## src/rtl/rsb_pkg.sv

```systemverilog
// Purpose: shared constants and types of the reset strap and boot select block
// Assumes: straps are sampled on the rising edge of the active-low reset pin
// Notes: strap word layout is {ifSel[1:0], test, acSel[2:0]}
package rsb_pkg;

  // ----------------------------------------------------------------
  // constants
  // ----------------------------------------------------------------
  // fixed upper five bits of the default i2c slave address
  localparam logic [4:0] RSB_I2C_PREFIX = 5'h1D;
  localparam logic [2:0] RSB_AC_SKIP = 3'h3;
  localparam logic [2:0] RSB_AC_PROG = 3'h0;
  localparam logic [1:0] RSB_IF_PROG = 2'h3;
  localparam logic [1:0] RSB_IF_BOOT = 2'h3;
  localparam logic [7:0] RSB_EE_READ = 8'h03;
  // command byte plus 16-bit address, counted down to zero
  localparam logic [4:0] RSB_CMD_BITS = 5'h17;
  localparam logic [4:0] RSB_BYTE_BITS = 5'h07;
  localparam int RSB_LOAD_BYTES = 16;
  localparam int RSB_SCLK_HALF = 4;

  // ----------------------------------------------------------------
  // types
  // ----------------------------------------------------------------
  typedef enum logic [2:0] {
    ST_STRAP = 3'b000,
    ST_DECIDE = 3'b001,
    ST_ROM = 3'b010,
    ST_SPI_CMD = 3'b011,
    ST_SPI_DATA = 3'b100,
    ST_DONE = 3'b101
  } rsb_phase_t;

  typedef enum logic [1:0] {
    IF_I2C = 2'b00,
    IF_SPI_SLAVE = 2'b01,
    IF_SPI_BOOT = 2'b10
  } rsb_if_t;

  typedef struct packed {
    logic [1:0] ifSel;
    logic test;
    logic [2:0] acSel;
  } rsb_strap_t;

  typedef struct packed {
    logic [3:0] gpioOut;
    logic [3:0] gpioOe;
    logic csnOut;
    logic csnOe;
    logic sclkOut;
    logic sclkOe;
    logic sdaMosiOut;
    logic sdaMosiOe;
    logic misoOut;
    logic misoOe;
  } rsb_pin_out_t;

  typedef struct packed {
    rsb_phase_t phase;
    logic resetInPrev;
    rsb_strap_t status;
    rsb_if_t hostIf;
    logic testMode;
    logic progMode;
    logic skipAuto;
    logic [2:0] configIndex;
    logic [6:0] i2cAddr;
    logic [7:0] identFirst;
    logic [7:0] identSecond;
    logic romLoadReq;
    logic autoCfgDone;
    logic [7:0] cfgByte;
    logic cfgByteValid;
    logic [15:0] divCnt;
    logic sclkLvl;
    logic [4:0] bitCnt;
    logic [23:0] shift;
    logic [7:0] rxByte;
    logic [15:0] byteCnt;
    rsb_pin_out_t pins;
  } rsb_state_t;

endpackage

```

## src/rtl/rsb_reset_strap_boot.sv

```systemverilog
// Purpose: captures configuration straps at reset release and boots the device
// Assumes: all inputs synchronous to clk; resetInLow is the device reset pin
// Notes: the IF1 strap pad doubles as the MISO input while booting as spi master
//
// Behaviour
// - sample the six strap pins at the rising edge of the reset pin.
// - latch sampled straps into a readable strap capture status word.
// - after reset release the strap pins take their normal gpio, csn, miso role.
// - test strap high selects manufacturing test; config select picks the test mode.
// - internal eeprom variant, test 1, select 000, interface 11 allows eeprom programming.
// - test 1 with select 011 starts normally but skips auto-configuration; the code still raises testMode here.
// - config select straps give, in binary, the stored configuration 0 to 7.
// - rom variant: 00 and 01 give i2c slave, 10 spi slave, load from rom.
// - rom variant 11 boots as spi master from external eeprom, then spi slave.
// - as spi master the device sends command and address on mosi, then reads data on miso.
// - strap-chosen i2c address bits are defaults; an address write replaces them.
// - read-only 12-bit identification and 4-bit revision across two ident registers.
// - in i2c slave mode sda is a bidirectional line to the external master.
// - after spi master boot the csn pin becomes an input.
`timescale 1ns/1ns
module rsb_reset_strap_boot #(
  parameter bit INTERNAL_EEPROM = 1'b0,
  // identification values are arbitrary
  parameter logic [11:0] IDENT_CODE = 12'h5A3,
  parameter logic [3:0] REVISION = 4'h1,
  parameter int SCLK_HALF = rsb_pkg::RSB_SCLK_HALF,
  parameter int LOAD_BYTES = rsb_pkg::RSB_LOAD_BYTES
) (
  input logic clk,
  input logic rst,
  input logic resetInLow,
  input rsb_pkg::rsb_strap_t strapIn,
  input logic i2cAddrWr,
  input logic [6:0] i2cAddrWrData,
  input logic romLoadDone,
  input logic sdaDriveLow,
  input logic spiSlaveMiso,
  input logic spiSlaveMisoEn,
  input logic [3:0] gpioDrive,
  input logic [3:0] gpioDriveEn,
  output rsb_pkg::rsb_strap_t strapCaptureStatus,
  output logic testMode,
  output logic progMode,
  output logic skipAuto,
  output rsb_pkg::rsb_if_t hostIf,
  output logic [2:0] configIndex,
  output logic [6:0] i2cSlaveAddressReg,
  output logic [7:0] identRegFirst,
  output logic [7:0] identRegSecond,
  output logic romLoadReq,
  output logic autoCfgDone,
  output logic [7:0] cfgByte,
  output logic cfgByteValid,
  output rsb_pkg::rsb_pin_out_t pinOut
);

  // ----------------------------------------------------------------
  // helpers
  // ----------------------------------------------------------------
  localparam logic [15:0] HALF_M1 = 16'(SCLK_HALF - 1);
  localparam logic [15:0] LAST_BYTE = 16'(LOAD_BYTES - 1);

  rsb_pkg::rsb_state_t state_q;
  rsb_pkg::rsb_state_t state_d;

  function automatic logic isSkip(input rsb_pkg::rsb_strap_t st);
    isSkip = st.test && (st.acSel == rsb_pkg::RSB_AC_SKIP);
  endfunction

  function automatic rsb_pkg::rsb_if_t decodeIf(input logic [1:0] sel);
    if (INTERNAL_EEPROM) begin
      decodeIf = (sel == rsb_pkg::RSB_IF_BOOT) ? rsb_pkg::IF_SPI_SLAVE : rsb_pkg::IF_I2C;
    end else begin
      case (sel)
        2'h0, 2'h1: decodeIf = rsb_pkg::IF_I2C;
        2'h2: decodeIf = rsb_pkg::IF_SPI_SLAVE;
        default: decodeIf = rsb_pkg::IF_SPI_BOOT;
      endcase
    end
  endfunction

  function automatic logic [15:0] eeAddr(input logic [2:0] idx);
    eeAddr = 16'(idx) * 16'(LOAD_BYTES);
  endfunction

  // ----------------------------------------------------------------
  // next state
  // ----------------------------------------------------------------
  always_comb begin
    state_d = state_q;
    state_d.romLoadReq = 1'b0;
    state_d.cfgByteValid = 1'b0;
    state_d.resetInPrev = resetInLow;
    state_d.identFirst = IDENT_CODE[11:4];
    state_d.identSecond = {IDENT_CODE[3:0], REVISION};
    if (!resetInLow) begin
      state_d.phase = rsb_pkg::ST_STRAP;
      state_d.autoCfgDone = 1'b0;
      state_d.divCnt = '0;
      state_d.sclkLvl = 1'b0;
    end else begin
      case (state_q.phase)
        rsb_pkg::ST_STRAP: begin
          if (!state_q.resetInPrev) begin
            state_d.status = strapIn;
            state_d.phase = rsb_pkg::ST_DECIDE;
          end
        end
        rsb_pkg::ST_DECIDE: begin
          state_d.testMode = state_q.status.test;
          state_d.configIndex = state_q.status.acSel;
          state_d.skipAuto = isSkip(state_q.status);
          state_d.progMode = INTERNAL_EEPROM && state_q.status.test
            && (state_q.status.acSel == rsb_pkg::RSB_AC_PROG)
            && (state_q.status.ifSel == rsb_pkg::RSB_IF_PROG);
          state_d.hostIf = decodeIf(state_q.status.ifSel);
          state_d.i2cAddr = {rsb_pkg::RSB_I2C_PREFIX, state_q.status.ifSel};
          if (state_q.status.test) begin
            state_d.phase = rsb_pkg::ST_DONE;
            state_d.autoCfgDone = 1'b1;
          end else if (state_d.hostIf == rsb_pkg::IF_SPI_BOOT) begin
            state_d.phase = rsb_pkg::ST_SPI_CMD;
            state_d.shift = {rsb_pkg::RSB_EE_READ, eeAddr(state_q.status.acSel)};
            state_d.bitCnt = rsb_pkg::RSB_CMD_BITS;
            state_d.byteCnt = '0;
            state_d.divCnt = '0;
            state_d.sclkLvl = 1'b0;
          end else begin
            state_d.romLoadReq = 1'b1;
            state_d.phase = rsb_pkg::ST_ROM;
          end
        end
        rsb_pkg::ST_ROM: begin
          if (romLoadDone) begin
            state_d.phase = rsb_pkg::ST_DONE;
            state_d.autoCfgDone = 1'b1;
          end
        end
        rsb_pkg::ST_SPI_CMD, rsb_pkg::ST_SPI_DATA: begin
          if (state_q.divCnt == HALF_M1) begin
            state_d.divCnt = '0;
            state_d.sclkLvl = ~state_q.sclkLvl;
            if (!state_q.sclkLvl) begin
              // rising sclk: the IF1 pad now carries miso
              state_d.rxByte = {state_q.rxByte[6:0], strapIn.ifSel[1]};
            end else if (state_q.bitCnt != 5'h00) begin
              // next mosi bit on falling sclk
              state_d.bitCnt = state_q.bitCnt - 5'h01;
              state_d.shift = {state_q.shift[22:0], 1'b0};
            end else if (state_q.phase == rsb_pkg::ST_SPI_CMD) begin
              state_d.phase = rsb_pkg::ST_SPI_DATA;
              state_d.bitCnt = rsb_pkg::RSB_BYTE_BITS;
              state_d.shift = '0;
            end else begin
              state_d.cfgByte = state_q.rxByte;
              state_d.cfgByteValid = 1'b1;
              state_d.byteCnt = state_q.byteCnt + 16'h0001;
              state_d.bitCnt = rsb_pkg::RSB_BYTE_BITS;
              if (state_q.byteCnt == LAST_BYTE) begin
                // release csn, carry on as spi slave
                state_d.phase = rsb_pkg::ST_DONE;
                state_d.hostIf = rsb_pkg::IF_SPI_SLAVE;
                state_d.autoCfgDone = 1'b1;
                state_d.sclkLvl = 1'b0;
              end
            end
          end else begin
            state_d.divCnt = state_q.divCnt + 16'h0001;
          end
        end
        rsb_pkg::ST_DONE: begin
          state_d.phase = rsb_pkg::ST_DONE;
        end
        default: begin
          state_d.phase = rsb_pkg::ST_STRAP;
        end
      endcase
      // scripts or host may overwrite the address
      if (i2cAddrWr && (state_q.phase == rsb_pkg::ST_ROM || state_q.phase == rsb_pkg::ST_DONE)) begin
        state_d.i2cAddr = i2cAddrWrData;
      end
    end

    // pads stay released while straps are being read
    state_d.pins = '0;
    state_d.pins.csnOut = 1'b1;
    if (state_d.phase != rsb_pkg::ST_STRAP && state_d.phase != rsb_pkg::ST_DECIDE) begin
      state_d.pins.gpioOut = gpioDrive;
      state_d.pins.gpioOe = gpioDriveEn;
      if (state_d.phase == rsb_pkg::ST_SPI_CMD || state_d.phase == rsb_pkg::ST_SPI_DATA) begin
        // master drives csn, sclk and mosi
        state_d.pins.csnOut = 1'b0;
        state_d.pins.csnOe = 1'b1;
        state_d.pins.sclkOut = state_d.sclkLvl;
        state_d.pins.sclkOe = 1'b1;
        state_d.pins.sdaMosiOut = state_d.shift[23];
        state_d.pins.sdaMosiOe = 1'b1;
      end else if (state_d.hostIf == rsb_pkg::IF_I2C) begin
        // open-drain sda, only ever pulls low
        state_d.pins.sdaMosiOe = sdaDriveLow;
      end else if (state_d.hostIf == rsb_pkg::IF_SPI_SLAVE) begin
        state_d.pins.misoOut = spiSlaveMiso;
        state_d.pins.misoOe = spiSlaveMisoEn;
      end
    end
  end

  // ----------------------------------------------------------------
  // state register
  // ----------------------------------------------------------------
  always_ff @(posedge clk) begin
    if (rst) begin
      state_q <= '0;
    end else begin
      state_q <= state_d;
    end
  end

  assign strapCaptureStatus = state_q.status;
  assign testMode = state_q.testMode;
  assign progMode = state_q.progMode;
  assign skipAuto = state_q.skipAuto;
  assign hostIf = state_q.hostIf;
  assign configIndex = state_q.configIndex;
  assign i2cSlaveAddressReg = state_q.i2cAddr;
  assign identRegFirst = state_q.identFirst;
  assign identRegSecond = state_q.identSecond;
  assign romLoadReq = state_q.romLoadReq;
  assign autoCfgDone = state_q.autoCfgDone;
  assign cfgByte = state_q.cfgByte;
  assign cfgByteValid = state_q.cfgByteValid;
  assign pinOut = state_q.pins;
endmodule // rsb_reset_strap_boot

```

## config.mk

```make
export PLATFORM = sky130hd
export DESIGN_NAME = rsb_reset_strap_boot
export DESIGN_NICKNAME = d
export VERILOG_FILES = /design/src/rtl/rsb_pkg.sv /design/src/rtl/rsb_reset_strap_boot.sv
export SDC_FILE = /design/constraint.sdc
export NUM_CORES = 1
export LEC_CHECK = 0
export BUFFER_PORTS_ARGS = -buffer_cell sky130_fd_sc_hd__buf_2
export CAP_MARGIN = 40
export CORE_UTILIZATION = 53
export CTS_BUF_LIST = sky130_fd_sc_hd__clkbuf_8
export DETAILED_ROUTE_END_ITERATION = 7
export PLACE_DENSITY = 0.87
export SLEW_MARGIN = 20
export SYNTH_ARGS = -nofsm -noshare
export SYNTH_HDL_FRONTEND = slang
export SYNTH_SLANG_ARGS = --single-unit
export TNS_END_PERCENT = 5
```

## constraint.sdc

```tcl
create_clock -name clk -period 2.3 [get_ports clk]
set_input_delay 0.115 -clock clk [delete_from_list [all_inputs] [get_ports clk]]
set_output_delay 0.115 -clock clk [all_outputs]
set_load 0.01 [all_outputs]
```

==> metrics.txt <==
crit path DAT=2.67 ns; final std cells w/o fill=853; die area=0.01079 mm²; utilization after layout=0.6782; violated checks=negative setup slack; Final Hold Fails=0; R2R Path Start=state_q[137]; DR WL/cell=16.47 µm; ant diodes=0; Worst R2R Path Depth=8; CTS tree=yes; Worst Min Path Start=rst; routability congestion estimate=0.9185; leading register cell type out of synthesis=dfxtp_1; Bufs on Longest Clock Path=2; cell count of the worst hold path=2; kind of end point of the critical path=register; Synth warnings=0; static leakage=2.894 nW; Hold Path End=hostIf[0]; HPWL Detailed=9296 µm; crit-path cells=buf_4 -> nor2b_1 -> buf_4 -> o21a_1 -> o2111ai_1 -> nor3_1 -> xnor2_1 -> nor2_1; antenna-violating nets left=0; die extent in y=103.9 µm; Die X-Extent=103.9 µm; # DRC=0; type of origin of the critical path=register; Hold Path Class=input pin to register; GRT Util Overall=0.2590; WHS=0.08763 ns; most frequent cells in the layout=dfxtp_1, buf_2, nor2_1; worst stage delay on the critical path=0.66 ns; FFs w/ async S/R, synth=0; dpl ws=-0.09425 ns; CP startpoint=state_q[137]; critical path required time=2.59 ns; Root Buffer=clkbuf_8; via count=4856; IO Port Bufs=82; antenna violations before repair=0; Rows=36; FMAX=419.8 MHz; Clk Latency, worst-skew pair=0.43 ns; Synth cell types=60; layout net count=740; Post-synth EDFFs=0; number of global-route vias before repair=4701; minimum clock period after layout=2.382 ns; mapped cell area=0.005500 mm²; final WL=14050 µm; worst vdd ir=0.3000 mV; commonest non-fill, non-tap cell in the layout=dfxtp_1; Worst-path clk slew=0.07 ns; Critical-path top delay cell=o2111ai_1; Worst Path Max Fanout=15; post-route setup slack=-0.08204 ns; Starting DRT DRC Count=409; Starting Density=0.5551; Seq/Total Area, Yosys=0.4368; # setup viols final=9; first-pass GRT wire length=22420 µm; status=finished, violations left; drt first pass iters=7; flop2flop setup slack=-0.08 ns; Gate Count Post-Synth=614; unrepaired setup endpoints after global routing=yes; CTS Sinks=120; H-tree depth=4; Mean Syn Cell Area=8.958 µm²; Relative slew margins=0.4654; register bit total from synthesis=120; Max Cap Violations=0; Inserted Clock Buffers=17; Power Density=688.2 mW/mm²; CP most frequent cell=buf_4; largest net degree at the start of global routing=26; setup bufs post-CTS=0; Worst Clk Skew=0.009371 ns; kind of critical path=register to register; Worst Tran Pin Value=0.8010 ns; placed insts=799; fin. max-slew vios=0; Core Region=0.009910 mm²; layout cells sized above 1=0.2639; Congestion Overflow GR=0; Layout area overhead=22.18%; IO Pins=93; Final Cycle Share=1.036; FF-to-FF End=state_q[78]; vias per cell=5.693
## cell usage after synthesis (2+ instances only)
cell	number	area share
nor4b_1	5	0.0080
a32oi_1	3	0.0048
a211oi_1	9	0.012
a31o_1	2	0.0032
buf_2	4	0.0036
nor3b_1	2	0.0027
a221oi_1	3	0.0048
nand2_1	44	0.030
clkbuf_1	24	0.016
inv_1	14	0.0096
a31oi_1	2	0.0023
buf_4	59	0.081
nand2b_1	5	0.0057
o21ai_0	9	0.0082
or4_1	3	0.0041
o211ai_1	2	0.0027
nand3_1	23	0.021
o21ai_1	3	0.0027
o32ai_1	2	0.0032
nor2_1	73	0.050
a22o_1	16	0.025
and4bb_1	2	0.0045
and4_1	4	0.0064
nand3b_1	2	0.0027
o211a_1	3	0.0055
nor2b_1	6	0.0068
a21oi_1	28	0.025
mux2i_1	25	0.045
a2bb2oi_1	2	0.0032
nand4_1	10	0.011
nor4_1	6	0.0068
o31a_1	3	0.0048
a22oi_1	3	0.0041
xnor2_1	17	0.027
xor2_1	12	0.019
dfxtp_1	120	0.44
and3b_1	2	0.0032
o221ai_1	2	0.0032
and2_1	7	0.0080
nor3_1	16	0.015
ha_1	4	0.0091
and3_1	15	0.017
## routing by layer
layer / GRT usage / up-vias / share of wire / wire length, µm
li1: - / 2272 / - / -
met1: 0.3080 / 2296 / 0.41 / 5706
met2: 0.4381 / 247 / 0.50 / 6977
met3: 0.06642 / 41 / 0.071 / 998
met4: 0.1184 / 0 / 0.026 / 365
met5: 0 / - / 0 / 0
## flip-flops by register name (all words and copies together), names as in the netlist, 2 cells and up
| register | count |
|---|---|
| strapCaptureStatus | 6 |
| configIndex | 3 |
| pinOut | 15 |
| hostIf | 2 |
| cfgByte | 8 |
| i2cSlaveAddressReg | 7 |
| state_q | 73 |
## per-stage QoR
step	TNS (ns)	instance area [µm²]	power, mW
floorplan	0	5540	2.372
global placement	0	5941	2.445
detailed placement	-0.5026	5941	2.456
CTS	-0.005018	6646	4.638
global route	-1.788	6720	4.765
finish	-0.3125	6720	4.625
## cells by family after synthesis
logic type	count (synthesis)	synth area share
muxes	25	0.04550
buffers and inverters	102	0.1108
AOI/OAI and AO/OA	97	0.1233
xor gates and xnor gates	29	0.04618
and+or+nand+nor	236	0.2277
other	1	0.0006818
adders and majority gates	4	0.009100
DFF	120	0.4368
## worst max-delay path: cells and delay by family, from the launching register on
kind | cells | cell delay, ns
XOR/XNOR | 1 | 0.22
AND/OR/NAND/NOR | 3 | 0.33
buffers and inverters | 2 | 0.41
flip-flops | 1 | 0.48
AO/OA/AOI/OAI | 2 | 0.79
## timing repair
action / in CTS / in global routing
resized for setup: 5 / 17
hold endpoints to repair: 23 / 0
hold buffers: 22 / 0
gates cloned: 0 / 0
endpoints found under the setup margin: 12 / 52
pin swaps: 7 / 3
## cell type report
| cell class | instances | area, µm² |
|---|---|---|
| fill | 710 | 3189 |
| clock inverter | 15 | 227.7 |
| inverter | 14 | 52.55 |
| tap | 133 | 166.4 |
| timing repair buffer | 153 | 1011 |
| clock buffer | 17 | 234.0 |
| sequential | 120 | 2406 |
| multi-input combinational | 401 | 2623 |
## power by group
group	internal [mW]	switching, mW
Sequential	2.10	0.0287
Combinational	0.144	0.179
Clock	1.30	0.873
Total	3.54	1.08
## worst max path at each step
stage / end / slack, ns / depth (start not counted)
floorplan: strapCaptureStatus[0] / 0.01 / 9
global placement: strapCaptureStatus[3] / 0.03 / 7
detailed placement: pinOut[1] / -0.09 / 7
CTS: pinOut[1] / -0.005 / 7
global route: pinOut[1] / -0.15 / 7
finish: state_q[78] / -0.08 / 8
(Power assumes the default switching activity.)
